==> config.mk <==
export PLATFORM = sky130hd
export DESIGN_NAME = adc_result_format
export DESIGN_NICKNAME = d
export VERILOG_FILES = /design/src/include/adc_format_pkg.sv /design/src/adc_result_format.sv
export SDC_FILE = /design/constraint.sdc
export NUM_CORES = 1
export LEC_CHECK = 0
export BUFFER_PORTS_ARGS = -buffer_cell sky130_fd_sc_hd__buf_2
export CORE_UTILIZATION = 56
export DETAILED_ROUTE_END_ITERATION = 10
export PLACE_DENSITY = 0.8
export SETUP_SLACK_MARGIN = 0.05
export SLEW_MARGIN = 10
export SYNTH_ARGS = -nofsm -noshare
export SYNTH_HDL_FRONTEND = slang
export SYNTH_SLANG_ARGS = --single-unit
==> constraint.sdc <==
create_clock -name core_clk -period 3.25 [get_ports core_clk]
set_input_delay 0.1625 -clock core_clk [delete_from_list [all_inputs] [get_ports core_clk]]
set_output_delay 0.1625 -clock core_clk [all_outputs]
set_load 0.05 [all_outputs]
==> src/include/adc_format_pkg.sv <==
/*
 * Constants for the converter result formatting and pin configuration block:
 * register indices, implemented-bit masks, reset values, field positions and
 * the output format encoding.
 * Assumes a 32-bit APB bus whose byte address is four times a register index.
 */
package adc_format_pkg;

    // ========================================================================
    // Register indices (byte address is index * 4)
    // ========================================================================
    localparam int          BUF_COUNT     = 16;
    localparam logic [15:0] BUF_IDX [BUF_COUNT] = '{
        16'h0280, 16'h0282, 16'h0284, 16'h0286,
        16'h0288, 16'h028A, 16'h028C, 16'h028E,
        16'h0530, 16'h0292, 16'h0294, 16'h0296,
        16'h0298, 16'h029A, 16'h029C, 16'h029E
    };
    localparam logic [15:0] CTRL_ONE_IDX  = 16'h02A0;
    localparam logic [15:0] CTRL_TWO_IDX  = 16'h02A2;
    localparam logic [15:0] CTRL_THR_IDX  = 16'h02A4;
    localparam logic [15:0] CHAN_SEL_IDX  = 16'h02A6;
    localparam logic [15:0] PIN_CFG_IDX   = 16'h02A8;
    localparam logic [15:0] SCAN_SEL_IDX  = 16'h02AA;

    // ========================================================================
    // Implemented bits and reset values
    // ========================================================================
    localparam logic [15:0] CTRL_ONE_MASK = 16'hA3E7;
    localparam logic [15:0] CTRL_TWO_MASK = 16'h7487;
    localparam logic [15:0] CTRL_THR_MASK = 16'h1FBF;
    localparam logic [15:0] CHAN_SEL_MASK = 16'h1F1F;
    localparam logic [15:0] FULL_MASK     = 16'hFFFF;
    localparam logic [15:0] REG_RESET     = 16'h0000;

    // ========================================================================
    // Field positions
    // ========================================================================
    localparam int FORM_LSB   = 8;
    localparam int ON_BIT     = 15;
    localparam int DONE_BIT   = 0;
    localparam int CHSA_LSB   = 0;
    localparam int CHSB_LSB   = 8;
    localparam int RESULT_W   = 12;
    localparam int WORD_W     = 16;
    localparam int PAD_W      = WORD_W - RESULT_W;

    // ========================================================================
    // Output format encoding
    // ========================================================================
    typedef enum logic [1:0] {
        FMT_INTEGER        = 2'h0,
        FMT_SIGNED_INTEGER = 2'h1,
        FMT_FRACTIONAL     = 2'h2,
        FMT_SIGNED_FRACT   = 2'h3
    } format_type;

endpackage : adc_format_pkg

==> src/adc_result_format.sv <==
/*
 * Digital side of a 12-bit converter: result buffer words, the control,
 * channel-select, pin-configuration and scan-select registers, the four
 * bus read formats, and the per-pin analog/digital decision.
 * Assumes an APB master on core_clk, a sequencer on core_clk that writes
 * results, port direction bits from the port logic on core_clk, and raw
 * pin levels that are asynchronous.
 */
// Our own choice: the APB interface to the registers.
// What this block does
// [RULE1] Reads place result in selected format
// [RULE2] Software sets direction to input first
// [RULE3] Output-direction analog pin converts driven level
// [RULE4] Conversion ignores channel fields and direction
// [RULE5] Analog-configured pins read zero from port
// [RULE6] Digital-configured pins give no analog value
// [RULE7] Config register with direction decides pin mode
// [RULE8] Sixteen buffers then six control registers; buffer 8 sits at index 0x0530, past them
// [RULE9] Two-bit format field picks format
// [RULE10] 12-bit results widen to 16 bits
`timescale 1ns/1ns
`default_nettype none

module adc_result_format
    import adc_format_pkg::*;
#(
    parameter int ADDR_WIDTH = 16,               // APB byte address width
    parameter int PIN_COUNT  = 16                // Converter-capable port pins
) (
    input  wire logic                  core_clk,
    input  wire logic                  rst,
    input  wire logic [ADDR_WIDTH-1:0] paddr,
    input  wire logic                  psel,
    input  wire logic                  penable,
    input  wire logic                  pwrite,
    input  wire logic [31:0]           pwdata,
    input  wire logic [3:0]            pstrb,
    output logic      [31:0]           prdata,
    output logic                       pready,
    output logic                       pslverr,
    input  wire logic                  resultWrite,
    input  wire logic [3:0]            resultSlot,
    input  wire logic [RESULT_W-1:0]   resultValue,
    input  wire logic                  conversionDone,
    input  wire logic [PIN_COUNT-1:0]  portDirection,
    input  wire logic [PIN_COUNT-1:0]  portPinAsync,
    output logic      [PIN_COUNT-1:0]  portRead,
    output logic      [PIN_COUNT-1:0]  analogConnect,
    output logic      [PIN_COUNT-1:0]  convertDrivenLevel,
    output logic                       converterOn,
    output logic      [1:0]            outputFormat,
    output logic      [3:0]            positiveChannelSelectA,
    output logic      [3:0]            positiveChannelSelectB,
    output logic      [WORD_W-1:0]     controlTwo,
    output logic      [WORD_W-1:0]     controlThree,
    output logic      [WORD_W-1:0]     scanInputSelect
);

    // ========================================================================
    // Helper functions
    // ========================================================================

    // Byte address of a register index; indices are not word aligned
    function automatic logic [ADDR_WIDTH-1:0] byteAddr(input logic [15:0] idx);
        byteAddr = ADDR_WIDTH'({idx, 2'b00});
    endfunction : byteAddr

    // Widen a stored 12-bit result to a 16-bit bus word
    function automatic logic [WORD_W-1:0] formatResult(input logic [RESULT_W-1:0] raw,
                                                       input logic [1:0]          fmt);
        case (fmt)
            FMT_INTEGER:        formatResult = {{PAD_W{1'b0}}, raw};              // RULE1
            FMT_SIGNED_INTEGER: formatResult = {{PAD_W{raw[RESULT_W-1]}}, raw};   // RULE1
            FMT_FRACTIONAL:     formatResult = {raw, {PAD_W{1'b0}}};              // RULE1
            FMT_SIGNED_FRACT:   formatResult = {raw, {PAD_W{1'b0}}};              // RULE1
            default:            formatResult = {{PAD_W{1'b0}}, raw};
        endcase
    endfunction : formatResult

    // ========================================================================
    // Storage
    // ========================================================================
    logic [RESULT_W-1:0]  resultMem [BUF_COUNT];     // Result words, 12 bits each
    logic [WORD_W-1:0]    ctrlOne_q, ctrlOne_d;      // Enable, idle, format, trigger
    logic [WORD_W-1:0]    ctrlTwo_q, ctrlTwo_d;      // Reference, scan, interrupt rate
    logic [WORD_W-1:0]    ctrlThr_q, ctrlThr_d;      // Sample time, clock select
    logic [WORD_W-1:0]    chanSel_q, chanSel_d;      // Positive channel fields
    logic [WORD_W-1:0]    pinCfg_q,  pinCfg_d;       // 1 = digital, 0 = analog
    logic [WORD_W-1:0]    scanSel_q, scanSel_d;      // Scan input mask
    logic [31:0]          prdata_q,  prdata_d;       // Read data, held into access
    logic                 miss_q,    miss_d;         // Unmapped address seen in setup

    // ========================================================================
    // Address decode
    // ========================================================================
    logic                 setupPhase;                // First APB cycle
    logic                 accessPhase;               // Second APB cycle
    logic                 bufHit;                    // Address names a buffer word
    logic [3:0]           bufSlot;                   // Which buffer word
    logic                 regHit;                    // Any mapped register
    logic [WORD_W-1:0]    wrWord;                    // Low 16 bits of write data, before strobes
    logic [WORD_W-1:0]    laneMask;                  // Bits enabled by strobes

    assign setupPhase  = psel & ~penable;
    assign accessPhase = psel & penable;

    // Buffer lookup walks the index table; buffer 8 sits far from the rest
    always_comb begin
        bufHit  = 1'b0;
        bufSlot = 4'h0;
        for (int i = 0; i < BUF_COUNT; i++) begin
            if (paddr == byteAddr(BUF_IDX[i])) begin    // RULE8
                bufHit  = 1'b1;
                bufSlot = 4'(i);
            end
        end
    end

    // Mapped control registers follow the buffer block
    assign regHit = bufHit
                  | (paddr == byteAddr(CTRL_ONE_IDX))
                  | (paddr == byteAddr(CTRL_TWO_IDX))
                  | (paddr == byteAddr(CTRL_THR_IDX))
                  | (paddr == byteAddr(CHAN_SEL_IDX))
                  | (paddr == byteAddr(PIN_CFG_IDX))
                  | (paddr == byteAddr(SCAN_SEL_IDX));    // RULE8

    // Registers are 16 bits, so only the two low byte lanes matter
    assign laneMask = {{8{pstrb[1]}}, {8{pstrb[0]}}};

    // ========================================================================
    // Register write next-state
    // ========================================================================
    always_comb begin
        ctrlOne_d = ctrlOne_q;
        ctrlTwo_d = ctrlTwo_q;
        ctrlThr_d = ctrlThr_q;
        chanSel_d = chanSel_q;
        pinCfg_d  = pinCfg_q;
        scanSel_d = scanSel_q;
        wrWord    = pwdata[WORD_W-1:0];
        if (rst) begin
            ctrlOne_d = REG_RESET;
            ctrlTwo_d = REG_RESET;
            ctrlThr_d = REG_RESET;
            chanSel_d = REG_RESET;
            pinCfg_d  = REG_RESET;
            scanSel_d = REG_RESET;
        end else if (accessPhase && pwrite && !miss_q) begin
            // Buffer words are read-only: writes to them are dropped silently
            if (paddr == byteAddr(CTRL_ONE_IDX)) begin
                ctrlOne_d = (ctrlOne_q & ~(laneMask & CTRL_ONE_MASK)) | (wrWord & laneMask & CTRL_ONE_MASK);
            end
            if (paddr == byteAddr(CTRL_TWO_IDX)) begin
                ctrlTwo_d = (ctrlTwo_q & ~(laneMask & CTRL_TWO_MASK)) | (wrWord & laneMask & CTRL_TWO_MASK);
            end
            if (paddr == byteAddr(CTRL_THR_IDX)) begin
                ctrlThr_d = (ctrlThr_q & ~(laneMask & CTRL_THR_MASK)) | (wrWord & laneMask & CTRL_THR_MASK);
            end
            if (paddr == byteAddr(CHAN_SEL_IDX)) begin
                chanSel_d = (chanSel_q & ~(laneMask & CHAN_SEL_MASK)) | (wrWord & laneMask & CHAN_SEL_MASK);
            end
            if (paddr == byteAddr(PIN_CFG_IDX)) begin    // RULE7
                pinCfg_d = (pinCfg_q & ~laneMask) | (wrWord & laneMask);
            end
            if (paddr == byteAddr(SCAN_SEL_IDX)) begin
                scanSel_d = (scanSel_q & ~laneMask) | (wrWord & laneMask);
            end
        end
    end

    // Control registers only latch the computed next values
    always_ff @(posedge core_clk) begin
        ctrlOne_q <= ctrlOne_d;
        ctrlTwo_q <= ctrlTwo_d;
        ctrlThr_q <= ctrlThr_d;
        chanSel_q <= chanSel_d;
        pinCfg_q  <= pinCfg_d;
        scanSel_q <= scanSel_d;
    end

    // ========================================================================
    // Result buffer words
    // ========================================================================
    // No reset here on purpose: a reset leaves stored results untouched
    // Slot number is logical, so buffer 8 needs no special case here
    always_ff @(posedge core_clk) begin
        if (resultWrite) begin
            resultMem[resultSlot] <= resultValue;    // RULE10
        end
    end

    // ========================================================================
    // APB read path and answer
    // ========================================================================
    // Read data is captured in the setup cycle so prdata comes from a flop
    always_comb begin
        prdata_d = prdata_q;
        miss_d   = miss_q;
        if (rst) begin
            prdata_d = 32'h0000_0000;
            miss_d   = 1'b0;
        end else if (setupPhase) begin
            miss_d   = ~regHit;
            prdata_d = 32'h0000_0000;
            if (!pwrite) begin
                if (bufHit) begin
                    // Format is taken as the control word stands at setup
                    prdata_d[WORD_W-1:0] = formatResult(resultMem[bufSlot],
                                                        ctrlOne_q[FORM_LSB +: 2]);    // RULE9
                end else if (paddr == byteAddr(CTRL_ONE_IDX)) begin
                    // Done flag mirrors the sequencer; the stored bit 0 is never read back
                    prdata_d[WORD_W-1:0] = ctrlOne_q;
                    prdata_d[DONE_BIT]   = conversionDone;
                end else if (paddr == byteAddr(CTRL_TWO_IDX)) begin
                    prdata_d[WORD_W-1:0] = ctrlTwo_q;
                end else if (paddr == byteAddr(CTRL_THR_IDX)) begin
                    prdata_d[WORD_W-1:0] = ctrlThr_q;
                end else if (paddr == byteAddr(CHAN_SEL_IDX)) begin
                    prdata_d[WORD_W-1:0] = chanSel_q;
                end else if (paddr == byteAddr(PIN_CFG_IDX)) begin
                    prdata_d[WORD_W-1:0] = pinCfg_q;
                end else if (paddr == byteAddr(SCAN_SEL_IDX)) begin
                    prdata_d[WORD_W-1:0] = scanSel_q;
                end
            end
        end
    end

    // Read data and miss flag registers
    always_ff @(posedge core_clk) begin
        prdata_q <= prdata_d;
        miss_q   <= miss_d;
    end

    // Zero wait: every access phase completes at its first edge
    // A slave with wait states would need prdata_q held for longer; here the
    // capture at setup is enough because the answer always follows at once
    assign pready  = accessPhase;
    assign pslverr = accessPhase & miss_q;
    assign prdata  = prdata_q;

    // ========================================================================
    // Pin synchroniser and port read masking
    // ========================================================================
    logic [PIN_COUNT-1:0] pinMeta_q,  pinMeta_d;     // First stage, read only by second
    logic [PIN_COUNT-1:0] pinSync_q,  pinSync_d;     // Second stage, safe to use
    logic [PIN_COUNT-1:0] portRead_q, portRead_d;    // Masked port value
    logic [PIN_COUNT-1:0] analog_q,   analog_d;      // Pin feeds the converter
    logic [PIN_COUNT-1:0] driven_q,   driven_d;      // Converter sees driven level

    // Per-pin decision; each pin is independent so a generate loop does it
    // Limitation: the port value lags the pin by three edges, the price of
    // the two-stage synchroniser plus the masking register
    for (genvar p = 0; p < PIN_COUNT; p++) begin : g_pin
        always_comb begin
            pinMeta_d[p] = portPinAsync[p];
            pinSync_d[p] = pinMeta_q[p];
            if (rst) begin
                portRead_d[p] = 1'b0;
                analog_d[p]   = 1'b0;
                driven_d[p]   = 1'b0;
            end else begin
                // Analog pins hide their level from the digital port
                portRead_d[p] = pinSync_q[p] & pinCfg_q[p];     // RULE5
                // Only analog-configured pins reach the converter; the
                // channel fields and direction do not gate the switch
                analog_d[p]   = ~pinCfg_q[p];                   // RULE6 RULE7 RULE4
                // Software should set input direction; if not, the pin's
                // own output driver is what gets sampled
                driven_d[p]   = ~pinCfg_q[p] & ~portDirection[p];  // RULE3 RULE2
            end
        end
    end

    // Pin state registers
    always_ff @(posedge core_clk) begin
        pinMeta_q  <= pinMeta_d;
        pinSync_q  <= pinSync_d;
        portRead_q <= portRead_d;
        analog_q   <= analog_d;
        driven_q   <= driven_d;
    end

    // ========================================================================
    // Outputs to the sequencer and port logic
    // ========================================================================
    assign portRead               = portRead_q;
    assign analogConnect          = analog_q;
    assign convertDrivenLevel     = driven_q;
    assign converterOn            = ctrlOne_q[ON_BIT];              // RULE4
    assign outputFormat           = ctrlOne_q[FORM_LSB +: 2];
    assign positiveChannelSelectA = chanSel_q[CHSA_LSB +: 4];
    assign positiveChannelSelectB = chanSel_q[CHSB_LSB +: 4];
    assign controlTwo             = ctrlTwo_q;
    assign controlThree           = ctrlThr_q;
    assign scanInputSelect        = scanSel_q;

    // ========================================================================
    // Assertions
    // ========================================================================
    // Integer format: upper nibble zero one cycle after a buffer setup
    a_integer_zero_fill: assert property (@(posedge core_clk) disable iff (rst)  // RULE1
        (setupPhase && !pwrite && bufHit && ctrlOne_q[FORM_LSB +: 2] == FMT_INTEGER)
        |=> (prdata[WORD_W-1:RESULT_W] == 4'h0))
        else $error("integer format upper nibble not zero");

    // Signed integer: bits 15..11 all equal the stored sign bit
    a_signed_sign_copy: assert property (@(posedge core_clk) disable iff (rst)  // RULE1
        (setupPhase && !pwrite && bufHit && ctrlOne_q[FORM_LSB +: 2] == FMT_SIGNED_INTEGER)
        |=> (prdata[WORD_W-1:RESULT_W-1] == {5{prdata[RESULT_W-1]}}))
        else $error("signed integer sign not extended");

    // Fractional formats: low nibble zero
    a_fract_low_zero: assert property (@(posedge core_clk) disable iff (rst)  // RULE9
        (setupPhase && !pwrite && bufHit && ctrlOne_q[FORM_LSB + 1])
        |=> (prdata[PAD_W-1:0] == 4'h0))
        else $error("fractional format low nibble not zero");

    // Buffer reads never set bits above the 16-bit word
    a_word_width: assert property (@(posedge core_clk) disable iff (rst)  // RULE10
        pready && !pwrite && !pslverr |-> (prdata[31:WORD_W] == 16'h0000))
        else $error("read data wider than 16 bits");

    // Analog pins read zero at the port one edge later
    a_port_analog_zero: assert property (@(posedge core_clk) disable iff (rst)  // RULE5
        ##1 ((portRead & ~$past(pinCfg_q)) == '0))
        else $error("analog pin read nonzero on port");

    // Digital pins are disconnected from the converter
    a_digital_no_analog: assert property (@(posedge core_clk) disable iff (rst)  // RULE6
        ##1 ((analogConnect & $past(pinCfg_q)) == '0))
        else $error("digital pin connected to converter");

    // Driven level converted only for analog pins set to output
    a_output_dir_driven: assert property (@(posedge core_clk) disable iff (rst)  // RULE3
        ##1 (convertDrivenLevel == ($past(~pinCfg_q) & $past(~portDirection))))
        else $error("driven-level flag wrong for pin");

    // Connection does not follow a change of the channel fields
    a_select_indep: assert property (@(posedge core_clk) disable iff (rst)  // RULE4
        ($stable(pinCfg_q) && $changed(chanSel_q)) |=> $stable(analogConnect))
        else $error("analog connection followed channel select");

    // Config write lands and steers connection within two edges
    a_config_steers: assert property (@(posedge core_clk) disable iff (rst)  // RULE7
        (accessPhase && pwrite && paddr == byteAddr(PIN_CFG_IDX) && pstrb[1:0] == 2'b11)
        |=> (pinCfg_q == $past(pwdata[WORD_W-1:0])) ##1 (analogConnect == ~$past(pinCfg_q)))
        else $error("pin configuration write did not steer connection");

    // Mapped addresses never answer with an error
    a_map_no_error: assert property (@(posedge core_clk) disable iff (rst)  // RULE8
        (setupPhase && regHit) |=> (pready && !pslverr))
        else $error("mapped register answered with error");

    // Unmapped addresses answer with an error and read zero
    a_miss_reads_zero: assert property (@(posedge core_clk) disable iff (rst)  // RULE8
        (setupPhase && !regHit)
        |=> (pready && pslverr && prdata == 32'h0000_0000))
        else $error("unmapped register did not answer with error");

    // Done bit of a control-one read follows the sequencer level at setup
    a_done_mirror: assert property (@(posedge core_clk) disable iff (rst)  // RULE8
        (setupPhase && !pwrite && paddr == byteAddr(CTRL_ONE_IDX))
        |=> (prdata[DONE_BIT] == $past(conversionDone)))
        else $error("done bit did not follow the sequencer");

    // Leaving reset: every pin analog, converter off, port reads zero
    // Checked at release only, so the first edges before reset are ignored
    a_reset_all_analog: assert property (@(posedge core_clk)  // RULE7
        ($past(rst) && !rst)
        |-> (pinCfg_q == REG_RESET && !converterOn && portRead == '0))
        else $error("reset did not return pins to analog");

endmodule : adc_result_format

`default_nettype wire

==> qor_table.md <==
| Step | Metric | Value |
|:---|:---|:---|
| grt | Total routing resource utilization after global routing | 31.6% |
| logic synthesis | Total number of yosys warnings | 0 |
| hold path | Endpoint, Worst Hold | resultMem[5][1]$_DFFE_PP_ |
| sta | Setup clock skew after layout | 0.0406 ns |
| cts | CTS Buf Count | 36 |
| sta | Setup total negative slack | 0 ns |
| outcome | Status | finished clean |
| detailed routing | Violation count after the first detailed-routing iteration | 1720 |
| grt | Antenna violations before repair | 0 |
| detailed routing | Average wire per standard cell | 22.1 um |
| sta | Final Max Slew Viols | 0 |
| power and ir drop | Sequential fraction of design power | 50.4% |
| setup path | Crit path capture type | flip-flop |
| floorplanning | Die outline area | 26200 um^2 |
| floorplanning | Core area | 25100 um^2 |
| setup path | Required time of the critical path | 3.65 ns |
| layout | Area Overhead vs Synth | 22.2% |
| hold path | Class of the worst hold path | in2reg |
| detailed routing | Routed wire length | 41700 um |
| sta | FMAX | 397 MHz |
| power and ir drop | Areal power density over the cells | 556 nW/um^2 |
| logic synthesis | Share of async-settable or async-resettable flops after synthesis | 0% |
| floorplanning | Vertical die dimension | 162 um |
| setup path | Setup crit start kind | input pin |
| layout | Most frequent cells in the layout | sky130_fd_sc_hd__buf_2, sky130_fd_sc_hd__edfxtp_1, sky130_fd_sc_hd__dfxtp_1 |
| floorplanning | Effective utilization at floorplan | 57.0% |
| logic synthesis | Register bit total from synthesis | 360 |
| placement | Count of input and output buffers | 201 |
| placement | Total half-perimeter wirelength after legalization and detailed placement | 26500 um |
| power and ir drop | Proportion of power drawn by combinational gates | 6.6% |
| setup path | Crit path max fanout | 33 |
| detailed routing | Via density per instance | 6.24 |
| cts | CTS tree | built |
| logic synthesis | Count of different cell masters after synthesis | 68 |
| power and ir drop | Switching power as a share of total power | 22.7% |
| grt | Wire length of the first global-routing pass | 63100 um |
| sta | Worst slew slack as a fraction of its limit | 28.5% |
| grt | Largest net degree at the start of global routing | 105 |
| logic synthesis | Ys flop type | sky130_fd_sc_hd__edfxtp_1 |
| layout | Antenna cell count | 0 |
| power and ir drop | Static leakage | 0.00653 uW |
| hold path | Cells on Worst Hold Path | 1 |
| logic synthesis | Share of synthesized area occupied by flip-flops and latches | 63.8% |
| sta | Fraction of the cycle the final worst path needs | 77.5% |
| cts | Clock sinks | 360 |
| cts | Clock slew at the register clock pins of the worst setup and hold paths | 0.06 ns |
| grt | Number of global-route vias before repair | 11163 |
| logic synthesis | Post-synth EDFFs | 192 |
| power and ir drop | Sum of internal, switching and leakage power | 9730 uW |
| power and ir drop | Design internal power | 7520 uW |
| sta | Final number of hold-violating endpoints | 0 |
| layout | NumNets Final | 1637 |
| cts | Deepest level of the CTS H-tree | 2 |
| logic synthesis | Average cell area after synthesis | 11.3 um^2 |
| hold path | Hold path startpoint | resultValue[1] |
| floorplanning | Number of cell rows | 58 |
| grt | Congestion Overflow GR | 0 |
| cts | Post-CTS resize count | 0 |
| detailed routing | Final ANT Viol Nets | 0 |
| cts | CTS Buffer Depth | 3 |
| detailed routing | Routed vias | 11782 |
| power and ir drop | Worst VDD drop | 458 uV |
| logic synthesis | Cell area after synthesis | 14300 um^2 |
| layout | Number of filler instances in the final layout | 1681 |
| setup path | Register-to-register setup slack | 0.79 ns |
| placement | Area after detailed placement | 15700 um^2 |
| floorplanning | Die width | 162 um |
| sta | Transition at the pin with the smallest max-transition slack | 1.07 ns |
| setup path | Worst Setup Path Type | in2reg |
| layout | Cell area after layout | 17500 um^2 |
| detailed routing | Residual DRC count | 0 |
| layout | Fraction of final layout cells sized beyond drive strength 1 | 22.6% |
| setup path | Number of cells on the worst reg-to-reg path | 6 |
| layout | Final Util | 69.7% |
| layout | Leading cell type in the layout, fill and taps excluded | sky130_fd_sc_hd__buf_2 |
| floorplanning | Number of top-level design ports | 248 |
| power and ir drop | Reported net switching power | 2210 uW |
| cts | Library cell used as clock root buffer | sky130_fd_sc_hd__clkbuf_16 |
| run | Max Cap Violations | 0 |
| detailed routing | Drt first pass iters | 5 |
| placement | Final weighted congestion of routability-driven global placement | 0.919 |
| cts | Worst-Skew Late Latency | 0.53 ns |
| setup path | Timing startpoint of the critical path | paddr[1] |
| sta | Count of final setup violators | 0 |
| sta | Fin crit period | 2.52 ns |
| setup path | Reg-to-reg critical path startpoint | miss_q$_SDFFE_PP0P_ |
| setup path | CP arrival | 2.92 ns |
| sta | RSZ-0062 raised after global routing | no |
| power and ir drop | Share of power burned in the clock network | 42.9% |
| logic synthesis | Gate count after technology mapping | 1265 |
-- power by group through the flow --
stage | Clock (uW) | Sequential (uW) | Combinational [uW]
4_1_cts | 4200 | 4900 | 633
2_1_floorplan | 0 | 5080 | 304
3_3_place_gp | 0 | 5000 | 566
6_report | 4180 | 4910 | 646
3_5_place_dp | 0 | 5000 | 576
5_1_grt | 4380 | 4910 | 680
-- metrics by stage --
stage                     setup slack (ns)  cells  hold WS [ns]
after floorplan                      0.646   1292         0.190
after global placement               0.381   1767         0.266
after detailed placement             0.246   1767         0.266
after CTS                            0.784   1887       0.00496
after global routing                 0.657   1887        0.0187
final                                0.731   1887        0.0198
-- final cells by class --
cell class                      instances  area (um^2)  share of cell area [%]
Tap cell                              330          413                    2.36
Clock inverter                         13          136                   0.780
Inverter                                9         33.8                   0.193
Sequential cell                       360         9130                    52.2
Clock buffer                           52         1060                    6.09
Timing Repair Buffer                  319         2060                    11.8
Multi-Input combinational cell        804         4660                    26.6
-- timing repair --
| item | 4_1_cts | 5_1_grt |
|---|---|---|
| hold buffers | 55 | 0 |
| endpoints found under the setup margin | 0 | 0 |
| buffers inserted | 0 | 0 |
| endpoints found under the hold margin | 125 | 0 |
-- logic make-up (layout without fill, tap and decap cells) --
| kind of cell | after synthesis | after routing | share of synthesized area, % |
|---|---|---|---|
| simple gates | 415 | 415 | 13.6 |
| flops | 360 | 360 | 63.8 |
| compound gates | 289 | 289 | 12.7 |
| buf+inv | 128 | 393 | 4.54 |
| mux | 72 | 72 | 5.37 |
| other cells | 1 | 28 | 0.0262 |
-- per-layer routing --
metal  vias up  GRT usage (%)  part of all wire, %
met3       148           5.67                  9.3
li1       5153              -                    -
met4         0           17.2                  5.2
met2       815           51.9                   48
met1      5666           39.8                   37
met5         -              0                    0
-- worst max-delay path, stage by stage --
cell,delay [ns]
sky130_fd_sc_hd__buf_2,0.10
sky130_fd_sc_hd__or3_1,0.49
sky130_fd_sc_hd__or4_1,0.54
sky130_fd_sc_hd__buf_4,0.28
sky130_fd_sc_hd__o21ai_0,0.21
sky130_fd_sc_hd__a31oi_1,0.13
sky130_fd_sc_hd__a2111oi_0,0.49
sky130_fd_sc_hd__a21oi_1,0.14
sky130_fd_sc_hd__nand2b_1,0.17
sky130_fd_sc_hd__a22o_1,0.20
-- synthesized netlist by cell type, drive strengths merged (3+ instances only) --
library cell	number	area, um^2
or2	3	18.8
nand3	64	320
a31oi	14	87.6
a21o	4	30.0
or4	3	22.5
o21ai	39	199
nor3	63	325
a22o	7	61.3
a2bb2oi	4	35.0
mux2	8	90.1
mux2i	61	611
nand4	7	43.8
nand2b	8	50.1
o22a	3	26.3
o311ai	8	70.1
nor4	7	77.6
and3	3	18.8
o21a	5	37.5
clkbuf	54	203
o31ai	3	22.5
nor3b	4	30.0
a211oi	12	90.1
nand2	141	529
a221oi	7	61.3
a21oi	124	621
nor2	88	330
dfxtp	168	3360
o211ai	5	37.5
buf	65	413
o22ai	14	87.6
nor2b	6	37.5
inv	9	33.8
o221ai	10	87.6
a2111oi	7	61.3
mux4	3	67.6
or3	8	50.1
a22oi	5	37.5
o2111ai	3	26.3
edfxtp	192	5770
-- how the worst max path moves through the flow --
stage	end	slack [ns]
after global routing	prdata[1]$_SDFFE_PP0P_	0.66
final	prdata[1]$_SDFFE_PP0P_	0.73
after CTS	prdata[1]$_SDFFE_PP0P_	0.78
after global placement	prdata[1]$_SDFFE_PP0P_	0.38
after detailed placement	prdata[1]$_SDFFE_PP0P_	0.25
after floorplan	prdata[8]$_SDFFE_PP0P_	0.65
Power figures use the tool's default switching activity.
